File: src/stu_defines.vh
// Constants shared by the supervision timeout unit
`ifndef STU_DEFINES_VH
`define STU_DEFINES_VH

// ----------------------------------------
// Register map
// ----------------------------------------
`define STU_BANK_CFG 4'hf
`define STU_ADDR_MODE_CFG 8'h0f
`define STU_READ_FILL 8'hff

// ----------------------------------------
// Mode register fields
// ----------------------------------------
`define STU_TAP_LSB 0
`define STU_TAP_MSB 1
`define STU_HALT_RUN_BIT 2
`define STU_STOP_RUN_BIT 3
`define STU_MODE_RESET 8'h01

// ----------------------------------------
// Timing
// ----------------------------------------
`define STU_WINDOW_PROC_CYCLES 60
`define STU_WINDOW_CRYSTAL_CLOCK_CLOCKS 120
`define STU_CNT_WIDTH 22
`define STU_TAP0_BIT 14
`define STU_TAP1_BIT 16
`define STU_TAP2_BIT 18
`define STU_TAP3_BIT 21

// ----------------------------------------
// Flag register bit positions
// ----------------------------------------
`define STU_FLAG_V 2
`define STU_FLAG_S 3
`define STU_FLAG_Z 4

`endif

File: src/stu_supervision_timer.v
// Supervision timeout unit: watchdog counter, mode register writable only in a startup window, core reset
// Behaviour
// - Retriggerable one-shot, terminal count resets core
// - Inactive until first refresh instruction
// - Later refresh instructions restart the count
// - Refresh updates zero, sign, overflow flags
// - Counter runs on internal RC oscillator
// - Mode bits 1:0 select timeout tap
// - Mode bit 2 enables counting in Halt
// - Mode bit 3 enables counting in Stop
// - Mode bits 7:4 reserved, no effect
// - Writes accepted only first 60 processor cycles
// - Later writes ignored until next reset or stop recovery event
// - Mode register is write-only
// - Mode register at 0Fh of bank F
`timescale 1ns/1ps
`include "stu_defines.vh"
module stu_supervision_timer (
   // Clock and reset
   input wire clk_sys,
   input wire srst,
   // RC oscillator, asynchronous to clk_sys
   input wire rc_osc,
   // Core register-file access
   input wire [3:0] reg_bank,
   input wire [7:0] reg_addr,
   input wire reg_wr,
   input wire reg_rd,
   input wire [7:0] reg_wdata,
   output reg [7:0] reg_rdata,
   // Core instruction and state
   input wire proc_cycle,
   input wire first_instr,
   input wire refresh_exec,
   input wire halt_mode,
   input wire stop_mode,
   input wire stop_recovery_event,
   input wire [7:0] flags_in,
   // Outputs to core
   output reg [7:0] flags_out,
   output reg flags_we,
   output reg core_reset,
   output wire timer_enabled,
   output wire mode_window_open
);
   // ----------------------------------------
   // Declarations
   // ----------------------------------------
   reg [7:0] mode_reg;
   reg [7:0] mode_next;
   reg win_open_reg;
   reg win_armed_reg;
   reg [5:0] win_cnt_reg;
   reg enabled_reg;
   reg [`STU_CNT_WIDTH-1:0] cnt_reg;
   reg [`STU_CNT_WIDTH-1:0] cnt_next;
   reg rc_prev_reg;
   reg tap_bit;
   wire rc_sync;
   wire rc_rise;
   wire mode_hit;
   wire run_ok;
   wire terminal;

   // ----------------------------------------
   // Oscillator crossing
   // ----------------------------------------
   stu_sync u_rc_sync (
      .clk_sys(clk_sys),
      .srst(srst),
      .din(rc_osc),
      .dout(rc_sync)
   );

   always @(posedge clk_sys) begin
      if (srst) begin
         rc_prev_reg <= 1'b0;
      end else begin
         rc_prev_reg <= rc_sync;
      end
   end

   // The watchdog count advances only on RC edges, never on clk_sys directly
   assign rc_rise = rc_sync & ~rc_prev_reg;

   // ----------------------------------------
   // Mode register and write window
   // ----------------------------------------
   assign mode_hit = (reg_bank == `STU_BANK_CFG) && (reg_addr == `STU_ADDR_MODE_CFG);

   always @* begin
      mode_next = mode_reg;
      if (reg_wr && mode_hit && win_open_reg) begin
         mode_next = reg_wdata;
      end
   end

   // Window opens on the first instruction after a qualifying event
   always @(posedge clk_sys) begin
      if (srst) begin
         mode_reg <= `STU_MODE_RESET;
         win_armed_reg <= 1'b1;
         win_open_reg <= 1'b0;
         win_cnt_reg <= 6'h00;
      end else begin
         mode_reg <= mode_next;
         if (stop_recovery_event || core_reset) begin
            win_armed_reg <= 1'b1;
            win_open_reg <= 1'b0;
            win_cnt_reg <= 6'h00;
         end else if (win_armed_reg && first_instr) begin
            win_armed_reg <= 1'b0;
            win_open_reg <= 1'b1;
            win_cnt_reg <= 6'h00;
         end else if (win_open_reg && proc_cycle) begin
            if ({26'h0000000, win_cnt_reg} == (`STU_WINDOW_PROC_CYCLES - 1)) begin
               win_open_reg <= 1'b0;
            end
            win_cnt_reg <= win_cnt_reg + 6'h01;
         end
      end
   end

   assign mode_window_open = win_open_reg;

   // Configuration never leaks on a read of the mode location
   always @(posedge clk_sys) begin
      if (srst) begin
         reg_rdata <= 8'h00;
      end else if (reg_rd && mode_hit) begin
         reg_rdata <= `STU_READ_FILL;
      end else begin
         reg_rdata <= 8'h00;
      end
   end

   // ----------------------------------------
   // Tap select and run gating
   // ----------------------------------------
   // Bits 7:4 are stored but never read
   always @* begin
      case (mode_reg[`STU_TAP_MSB:`STU_TAP_LSB])
         2'h0: tap_bit = cnt_reg[`STU_TAP0_BIT];
         2'h1: tap_bit = cnt_reg[`STU_TAP1_BIT];
         2'h2: tap_bit = cnt_reg[`STU_TAP2_BIT];
         2'h3: tap_bit = cnt_reg[`STU_TAP3_BIT];
         default: tap_bit = 1'b0;
      endcase
   end

   assign terminal = tap_bit;
   assign run_ok = (!halt_mode || mode_reg[`STU_HALT_RUN_BIT]) &&
                   (!stop_mode || mode_reg[`STU_STOP_RUN_BIT]);

   // ----------------------------------------
   // Counter
   // ----------------------------------------
   always @* begin
      cnt_next = cnt_reg;
      if (refresh_exec) begin
         cnt_next = {`STU_CNT_WIDTH{1'b0}};
      end else if (enabled_reg && run_ok && rc_rise && !terminal) begin
         cnt_next = cnt_reg + {{(`STU_CNT_WIDTH-1){1'b0}}, 1'b1};
      end
   end

   always @(posedge clk_sys) begin
      if (srst) begin
         enabled_reg <= 1'b0;
         cnt_reg <= {`STU_CNT_WIDTH{1'b0}};
         core_reset <= 1'b0;
      end else if (core_reset) begin
         // One-cycle pulse; the reset then clears the unit
         enabled_reg <= 1'b0;
         cnt_reg <= {`STU_CNT_WIDTH{1'b0}};
         core_reset <= 1'b0;
      end else begin
         if (refresh_exec) begin
            enabled_reg <= 1'b1;
         end
         cnt_reg <= cnt_next;
         core_reset <= enabled_reg && terminal && !refresh_exec;
      end
   end

   assign timer_enabled = enabled_reg;

   // ----------------------------------------
   // Flag update on refresh
   // ----------------------------------------
   // Z set, S and V cleared: refresh behaves as loading a zero result
   always @(posedge clk_sys) begin
      if (srst) begin
         flags_out <= 8'h00;
         flags_we <= 1'b0;
      end else begin
         flags_we <= refresh_exec;
         if (refresh_exec) begin
            flags_out <= flags_in;
            flags_out[`STU_FLAG_Z] <= 1'b1;
            flags_out[`STU_FLAG_S] <= 1'b0;
            flags_out[`STU_FLAG_V] <= 1'b0;
         end
      end
   end
endmodule // stu_supervision_timer

File: src/stu_sync.v
// Two-stage synchroniser for one level
`timescale 1ns/1ps
module stu_sync (
   // Clock and reset
   input wire clk_sys,
   input wire srst,
   // Level in and out
   input wire din,
   output reg dout
);
   reg meta_reg;

   always @(posedge clk_sys) begin
      if (srst) begin
         meta_reg <= 1'b0;
         dout <= 1'b0;
      end else begin
         meta_reg <= din;
         dout <= meta_reg;
      end
   end
endmodule // stu_sync
File: config.mk
export PLATFORM = sky130hd
export DESIGN_NAME = stu_supervision_timer
export DESIGN_NICKNAME = d
export VERILOG_FILES = /design/src/stu_supervision_timer.v /design/src/stu_sync.v
export VERILOG_INCLUDE_DIRS = /design/src
export SDC_FILE = /design/constraint.sdc
export NUM_CORES = 1
export LEC_CHECK = 0
export BUFFER_PORTS_ARGS = -buffer_cell sky130_fd_sc_hd__buf_4
export CORE_MARGIN = 5
export CORE_UTILIZATION = 40
export DETAILED_ROUTE_END_ITERATION = 8
export GPL_ROUTABILITY_DRIVEN = 0
export PLACE_DENSITY = 0.68
export SETUP_SLACK_MARGIN = 0.2
export SLEW_MARGIN = 20
export SYNTH_ARGS = -nofsm -noshare
export SYNTH_HDL_FRONTEND = slang
export SYNTH_SLANG_ARGS = --single-unit
File: constraint.sdc
create_clock -name clk_sys -period 2.1 [get_ports clk_sys]
set_clock_uncertainty 0.1 [all_clocks]
set_input_delay 0.315 -clock clk_sys [delete_from_list [all_inputs] [get_ports clk_sys]]
set_output_delay 0.315 -clock clk_sys [all_outputs]
set_load 0.01 [all_outputs]
### Word level (Yosys, flattened, before mapping)

Index checks and enable logic that the tools add are counted.
W data, S select, Z words.

| storage, ports and cells | value |
|---|---|
| logic and storage cells | 55 |
| output and inout port bits | 20 |
| input port bits | 39 |
| flip-flop bits (word level) | 54 |

| operators by class | value |
|---|---|
| add/subtract/negate cells | 2 |
| multiplexer cells | 5 |
| equal/unequal tests | 6 |
| reductions and logical operators | 27 |
| bitwise gates (word level) | 2 |

Operator list:

| operator | count |
|---|---|
| $add A22 B1 Y22 const B | 1 |
| $logic_and A1 B1 Y1 | 12 |
| $eq A8 B4 Y1 const B | 1 |
| $mux W8 | 1 |
| $add A6 B1 Y6 const B | 1 |
| $eq A6 B6 Y1 const B | 1 |
| $reduce_or A3 Y1 | 2 |
| $eq A2 B2 Y1 const B | 2 |
| $eq A4 B4 Y1 const B | 1 |
| $logic_not A1 Y1 | 4 |
| $pmux W1 S4 | 1 |
| $reduce_bool A2 Y1 | 2 |
| $reduce_or A2 Y1 | 2 |
| $logic_or A1 B1 Y1 | 3 |
| $mux W1 | 3 |
| $eq A2 B1 Y1 const B | 1 |
| $logic_not A2 Y1 | 1 |
| $reduce_and A2 Y1 | 1 |
| $and A1 B1 Y1 | 1 |
| $not A1 Y1 | 1 |

### Logic depth before layout (Yosys ltp)

Gate-level depths: netlist of the first run.

| depth | value |
|---|---|
| word-level depth | 6 |
| depth in mapped cells | 6 |
| gate-level depth less buffers | 5 |

### By module

Synthesis of the first run repeated with hierarchy kept, for this count alone.

| unflattened totals | value |
|---|---|
| cell total of the unflattened synthesis | 241 |
| area, all modules | 2152.1 um^2 |

By module, submodules not included:

| module | area an instance (um^2) | seq. area each (um^2) | times used | cells each |
|---|---|---|---|---|
| stu_supervision_timer | 2099.5 | 900.9 | 1 | 237 |
| stu_sync | 52.6 | 40.0 | 1 | 4 |

### Worst setup path before layout of the first run

OpenSTA, ideal clock, no wires.

| timing path | value |
|---|---|
| path type | register to register |
| from | register mode_reg[1] |
| to | register cnt_reg[8] |
| period minus slack after synthesis | 2.324 ns |
| path slack | -0.224 ns |
| stages on the path, launching flop included | 6 |
| library setup time | 0.070 ns |
| data arrival time | 2.153 ns |
| required time | 1.930 ns |
| path through | dfxtp_1 mux4_2 or4_4 buf_6 or4_1 a21oi_1 |

| between the ends | value |
|---|---|
| cells in the longest elaborated chain, start to end | 4 |

Ends and longest elaborated chain:

| item | line | source |
|---|---|---|
| start, declared | stu_supervision_timer.v:49 | `reg [7:0] mode_reg;` |
| start signal, assigned | stu_supervision_timer.v:101 | `` mode_reg <= `STU_MODE_RESET; `` |
| start signal, assigned | stu_supervision_timer.v:106 | `mode_reg <= mode_next;` |
| $eq A2 B2 Y1, or another cell as far along | stu_supervision_timer.v:142 | `` case (mode_reg[`STU_TAP_MSB:`STU_TAP_LSB]) `` |
| $pmux W1 S4 * | stu_supervision_timer.v:142 |  |
| $logic_not A1 Y1 * | stu_supervision_timer.v:162 | `end else if (enabled_reg && run_ok && rc_rise && !terminal) begin` |
| $logic_and A1 B1 Y1 * | stu_supervision_timer.v:162 |  |
| end signal, assigned | stu_supervision_timer.v:170 | `` cnt_reg <= {`STU_CNT_WIDTH{1'b0}}; `` |
| end signal, assigned | stu_supervision_timer.v:175 | `` cnt_reg <= {`STU_CNT_WIDTH{1'b0}}; `` |
| end signal, assigned | stu_supervision_timer.v:181 | `cnt_reg <= cnt_next;` |
| end, declared | stu_supervision_timer.v:55 | `` reg [`STU_CNT_WIDTH-1:0] cnt_reg; `` |

Mark *: on every way between the ends. The rest lies on a longest branch, timed or not.
A chain may end at the register's enable or synchronous reset.

### Worst setup path in the final report of the first run

| timing path | value |
|---|---|
| from | register mode_reg[1] |
| to | register cnt_reg[11] |

Same word-level chain as after synthesis.

==> results.tsv, run 1 <==
stage	metric	value	unit
drt	ant_nets	0	
logic_synthesis	synthTopCellsByArea	dfxtp_1 44%, mux2i_1 6.9%, nand2_1 4.0%	
cells_and_area	layout-drive-gt1-share	31.4	%
sta	tightest_slew	802	ps
floorplanning	io_pins	59	
sta	max_freq	0.458	GHz
setup_path	cp_max_fo	7	
global_routing	antenna_found_initial	0	
clocking	cts_tree	yes	
logic_synthesis	synth_xor_area_share	2.03	%
setup_path	critPathLaunch	mode_reg[1]	
floorplanning	die_area	6980	sq um
sta	rsz0062_at_grt	true	
logic_synthesis	post-synth-top-area-fraction	43.5	%
cells_and_area	largest_register_ffs	22	
min_path	hold_start	first_instr	
drt	dr.pass1.iters	4	
drt	post_drt_wl_per_cell	13.3	um
logic_synthesis	synth_compound_area_share	9.32	%
sta	fin_ws	-84.8	ps
floorplanning	initial_utilization	41.8	%
cells_and_area	nets	339	
place	dpl_cell_area	2610	sq um
place	dp_hpwl	3230	um
pwr	total_power	1570	uW
logic_synthesis	synth_top_area_cell	dfxtp_1	
clocking	cts_root_buf	clkbuf_8	
setup_path	r2r_cells	4	
min_path	hold_class	input pin to flip-flop	
pwr	peakVddDrop	366	uV
logic_synthesis	ys_seq_area_share	43.5	%
logic_synthesis	synthSimpleGateAreaFrac	29.4	%
cells_and_area	fin_util	55.2	%
global_routing	grt_pass1_wl	8120	um
pwr	leakage	0.00111	uW
logic_synthesis	synth_cells	246	
drt	routed_wl	4900	um
global_routing	grt_pass1_vias	1784	
cells_and_area	antenna_cells	0	
setup_path	r2r_setup_slack	-80	ps
clocking	htreeDepth	2	
flow_run	drv_cap	0	
place	place_ws	-148	ps
sta	maxSlewViolCount	0	
sta	period_needed	2180	ps
sta	fin_tns_setup	-577	ps
setup_path	critPathArrivalTime	2320	ps
drt	vias	1889	
pwr	p_per_area	551	nW/um^2
cells_and_area	finalInstanceArea	2860	sq um
logic_synthesis	synth_top_family_by_area	simple AND/OR/NAND/NOR gates	
global_routing	overflow	0	
clocking	path_clk_slew	80	ps
logic_synthesis	avgSynthCellArea	8.79	sq um
sta	timing.final.crit_share	104	%
setup_path	timing.rr.end	cnt_reg[11]	
floorplanning	num_rows	26	
setup_path	critPathCaptureType	flip-flop	
drt	drcViolationCount	0	
global_routing	track_usage	14.0	%
clocking	cts_buffers	5	
setup_path	worst_setup_path_start_kind	flip-flop	
global_routing	grt_max_degree	20	
logic_synthesis	async_reset_ff_share	0	%
drt	drtIter0Drc	129	
clocking	clock_sinks	47	
clocking	cts_max_path_buffers	2	
sta	max_slew_margin	46.4	%
run_status	violations	setup timing	
floorplanning	die_y	83.5	um
logic_synthesis	ys_seq_elements	47	
logic_synthesis	synth.area.mux_share	7.99	%
sta	finalSetupViolations	13	
logic_synthesis	yosysUniqueCellTypes	37	
logic_synthesis	synth_warnings	0	
logic_synthesis	synth_edf_count	0	
clocking	clk_latency	300	ps
cells_and_area	syn_to_final_growth	32.1	%
logic_synthesis	synth_flop_cell	dfxtp_1	
run_status	status	finished, violations left	
logic_synthesis	syn_area	2160	sq um
drt	viasPerCell	5.12	
setup_path	crit_path_end	cnt_reg[11]	
floorplanning	design.core.area	5170	sq um
setup_path	worstPathRequired	2230	ps
floorplanning	die_w	83.5	um
setup_path	worst_r2r_startpoint	mode_reg[1]	
place	io_buffer_count	49	
setup_path	path_class	flip-flop to flip-flop	
sta	hold_viol	0	
logic_synthesis	synthAdderAreaFrac	1.16	%
==> where the power goes <==
part	internal, uW	leakage, uW	switching [uW]
Combinational	70.2	0.000686	56.3
Sequential	904	0.000382	6.55
Clock	233	0.0000412	302
Total	1210	0.00111	365
==> kinds of logic (layout without fill, tap and decap cells) <==
family                   Yosys count  after routing
XOR/XNOR                           5              5
other                              1              2
multiplexers                      16             16
AND/OR/NAND/NOR                  115            117
buffers and inverters             26             76
AO/OA/AOI/OAI                     34             34
adder cells (fa/ha/maj)            2              2
flip-flops                        47             47
==> per-layer routing <==
| metal | global-route usage (%) | wire length, um | vias up |
|---|---|---|---|
| li1 | - | - | 980 |
| met1 | 17.3 | 2210 | 863 |
| met2 | 22.5 | 2390 | 38 |
| met3 | 3.95 | 208 | 8 |
| met4 | 6.29 | 97 | 0 |
| met5 | 0 | 0 | - |
==> stage by stage <==
step | instances | hold WS (ps)
6_report | 369 | 101
5_1_grt | 369 | 95.7
4_1_cts | 368 | 102
3_5_place_dp | 354 | 324
3_3_place_gp | 354 | 318
2_1_floorplan | 247 | 314
==> synthesized netlist by cell type (2+ instances only) <==
| master | count |
|---|---|
| and2_1 | 3 |
| or4_1 | 6 |
| nand3_1 | 11 |
| clkbuf_1 | 8 |
| or3_1 | 8 |
| nor4_1 | 9 |
| o31ai_1 | 6 |
| xor2_1 | 2 |
| ha_1 | 2 |
| nor3_1 | 5 |
| xnor2_1 | 3 |
| a21oi_1 | 15 |
| nand2_1 | 23 |
| nand4_1 | 6 |
| mux2i_1 | 15 |
| and3_1 | 4 |
| nor2_1 | 17 |
| o21ai_0 | 8 |
| buf_4 | 9 |
| inv_1 | 4 |
| nand2b_1 | 7 |
| nor2b_1 | 7 |
| dfxtp_1 | 47 |
| nand4b_1 | 2 |
| and4_1 | 3 |
| buf_1 | 4 |
| o41ai_1 | 2 |
==> cell type report <==
type                            instances  area, sq um
Timing Repair Buffer                   64          484
Multi-Input combinational cell        176         1240
Clock buffer                            6         72.6
Sequential cell                        47          942
Clock inverter                          2         12.5
Tap cell                               70         87.6
Fill cell                             468         2320
Inverter                                4         15.0
==> layout by cell type (no fill, tap or decap), drive strengths merged, types with 2 or more instances in the layout <==
master  instances
nand4b          2
clkbuf          6
nand3          11
dfxtp          47
xnor2           3
and2            3
or4             9
o41ai           2
inv             4
mux2i          15
nor4           10
or3             8
nand2b          7
ha              2
o31ai           6
o21ai           8
conb            2
buf            64
and3            4
and4            3
nor2b           7
a21oi          15
nand4           6
nor3            5
nand2          23
xor2            2
nor2           17
==> worst min-delay path by stage <==
stage	end	cells after the start
5_1_grt	mode_reg[0]	2
4_1_cts	mode_reg[0]	2
3_5_place_dp	u_rc_sync.dout	1
6_report	win_armed_reg	2
2_1_floorplan	u_rc_sync.dout	1
3_3_place_gp	u_rc_sync.dout	1
==> worst max-delay path, cell delays in order (launching register included) <==
cell and delay (ps):
dfxtp_2 340, mux4_2 560, or4_4 490, or4_4 500, a21oi_2 120
==> timing repair <==
action,4_1_cts,5_1_grt
pin swaps,4,1
hold buffers,0,0
gates resized for setup,8,11
buffers inserted,4,1
cloned,2,0
setup endpoints to repair,21,22
endpoints found under the hold margin,0,0
No activity file was read; power rests on OpenSTA's default activity.
==> run 2, diff against run 1 <==
--- a/config.mk
+++ b/config.mk
@@ -8,10 +8,11 @@
 export LEC_CHECK = 0
 export BUFFER_PORTS_ARGS = -buffer_cell sky130_fd_sc_hd__buf_4
 export CORE_MARGIN = 5
-export CORE_UTILIZATION = 40
+export CORE_UTILIZATION = 47
 export DETAILED_ROUTE_END_ITERATION = 8
 export GPL_ROUTABILITY_DRIVEN = 0
-export PLACE_DENSITY = 0.68
+export PLACE_DENSITY = 0.78
+export REMOVE_ABC_BUFFERS = 1
 export SETUP_SLACK_MARGIN = 0.2
 export SLEW_MARGIN = 20
 export SYNTH_ARGS = -nofsm -noshare
==> results.tsv, run 2 (synthesized netlist as in run 1, its figures left out) <==
stage	metric	value	unit	change
min_path	hold_start	first_instr		unchanged
floorplanning	die_w	77.8	um	was 83.5 um
floorplanning	die_area	6060	sq um	was 6980 sq um
flow_run	drv_cap	0		unchanged
min_path	holdPathStages	2		unchanged
setup_path	path_class	flip-flop to flip-flop		unchanged
pwr	leakage	0.00108	uW	was 0.00111 uW
global_routing	track_usage	16.0	%	was 14.0%
run_status	status	finished, violations left		unchanged
setup_path	max_stage_delay	560	ps	about the same
setup_path	cp_top_family	simple AND/OR/NAND/NOR gates		unchanged
drt	routed_wl	5230	um	was 4900 um
global_routing	grt_pass1_wl	8110	um	was 8120 um
sta	fin_ws	-160	ps	was -84.8 ps
setup_path	cpMaxStageDelayCell	mux4_2		unchanged
setup_path	critPathBufInv	0		unchanged
setup_path	worst_setup_path_start_kind	flip-flop		unchanged
global_routing	antenna_found_initial	0		unchanged
sta	rsz0062_at_grt	true		unchanged
drt	viasPerCell	5.62		was 5.12
sta	tightest_slew	748	ps	was 802 ps
setup_path	cp_max_fo	6		was 7
setup_path	cp_cell_sequence	mux4_2, or4_4, or4_1, a21oi_1		was mux4_2, or4_4, or4_4, a21oi_2
global_routing	grt_pass1_vias	1853		was 1784
setup_path	critPathCaptureType	flip-flop		unchanged
clocking	clock_sinks	47		unchanged
drt	dr.pass1.iters	5		was 4
setup_path	r2r_cells	4		unchanged
setup_path	critPathArrivalTime	2390	ps	was 2320 ps
floorplanning	io_pins	59		unchanged
global_routing	grt_max_degree	20		unchanged
drt	drtIter0Drc	201		was 129
cells_and_area	layout-drive-gt1-share	29.2	%	was 31.4%
cells_and_area	antenna_cells	0		unchanged
floorplanning	design.core.area	4410	sq um	was 5170 sq um
setup_path	r2r_setup_slack	-160	ps	was -80 ps
sta	hold_viol	0		unchanged
place	dp_hpwl	3350	um	was 3230 um
floorplanning	initial_utilization	49.0	%	was 41.8%
setup_path	timing.rr.end	cnt_reg[11]		unchanged
clocking	cts_root_buf	clkbuf_8		unchanged
place	io_buffer_count	49		unchanged
sta	period_needed	2260	ps	was 2180 ps
cells_and_area	nets	339		unchanged
cells_and_area	largest_register_ffs	22		unchanged
clocking	cts_buffers	5		unchanged
drt	drcViolationCount	0		unchanged
drt	post_drt_wl_per_cell	14.9	um	was 13.3 um
sta	max_freq	0.443	GHz	was 0.458 GHz
pwr	p_per_area	562	nW/um^2	was 551 nW/um^2
clocking	path_clk_slew	90	ps	was 80 ps
drt	ant_nets	0		unchanged
floorplanning	die_y	77.8	um	was 83.5 um
clocking	cts_tree	yes		unchanged
cells_and_area	syn_to_final_growth	29.3	%	was 32.1%
sta	max_slew_margin	50.0	%	was 46.4%
sta	timing.final.crit_share	108	%	was 104%
sta	finalSetupViolations	17		was 13
min_path	hold_class	input pin to flip-flop		unchanged
pwr	peakVddDrop	484	uV	was 366 uV
setup_path	worst_r2r_startpoint	mode_reg[1]		unchanged
min_path	whs_endpoint	win_armed_reg		unchanged
clocking	cts_hold_buf	0		unchanged
clocking	cts_max_path_buffers	2		unchanged
pwr	total_power	1570	uW	about the same
run_status	violations	setup timing		unchanged
setup_path	worstPathRequired	2230	ps	about the same
clocking	clk_latency	310	ps	was 300 ps
global_routing	overflow	0		unchanged
floorplanning	num_rows	24		was 26
cells_and_area	mostFrequentLayoutCells	62 x buf_4, 46 x dfxtp_1, 23 x nand2_1		was 63 x buf_4, 46 x dfxtp_1, 23 x nand2_1
clocking	htreeDepth	2		unchanged
cells_and_area	fin_util	63.3	%	was 55.2%
cells_and_area	final_common_cell	buf_4		unchanged
sta	maxSlewViolCount	0		unchanged
drt	vias	1968		was 1889
==> run 2: repair_timing <==
item / CTS / global route
setup endpoints to repair: 20 / 22
gates cloned: 2 / 0
resized for setup: 11 / 8
setup buffers: 5 / 3
pin swaps: 18 / 1
==> run 2: stage by stage <==
step | TNS [ps] | cell area (sq um) | instances | hold slack [ps] | setup slack, ps
after detailed placement | -4570 | 2530 | 333 | 334 | -316
after global routing | -2310 | 2800 | 350 | 105 | -189
after global placement | -3940 | 2530 | 333 | 316 | -278
after CTS | -404 | 2730 | 347 | 91.0 | -69.7
after floorplan | -2450 | 2040 | 225 | 287 | -235
final | -760 | 2800 | 350 | 98.4 | -160
==> run 2: cell type report <==
cell class                 count  area, sq um
sequential                    47          942
clock inverter                 2         13.8
fill                         364         1620
tap                           52         65.1
clock buffer                   5         68.8
multi-input combinational    176         1200
inverter                       4         15.0
timing repair buffer          64          488
==> run 2: worst register-to-register path, cell delays in order, from the launching register on <==
cell,delay (ps)
dfxtp_2,340
mux4_2,560
or4_4,500
or4_1,510
a21oi_1,180
==> run 2: worst max-delay path by stage <==
stage / from / end / slack (ps) / depth (start not counted)
after floorplan: mode_reg[1] / cnt_reg[8] / -240 / 4
after global placement: mode_reg[1] / cnt_reg[4] / -280 / 5
after detailed placement: mode_reg[1] / cnt_reg[4] / -320 / 5
after CTS: mode_reg[1] / cnt_reg[5] / -70 / 4
after global routing: mode_reg[1] / cnt_reg[11] / -190 / 4
final: mode_reg[1] / cnt_reg[11] / -160 / 4
==> run 2: routing by layer <==
layer,share of wire [%],up-vias,routed length (um),GRT usage (%)
li1,-,981,-,-
met1,40,909,2100,19.4
met2,51,66,2660,26.7
met3,7.3,12,383,4.75
met4,1.8,0,93,5.50
met5,0,-,0,0
==> run 2: power by group <==
group | switching, uW | internal (uW) | total (uW)
clock network | 308 | 228 | 536
logic | 54.8 | 68.7 | 124
registers | 7.97 | 904 | 912
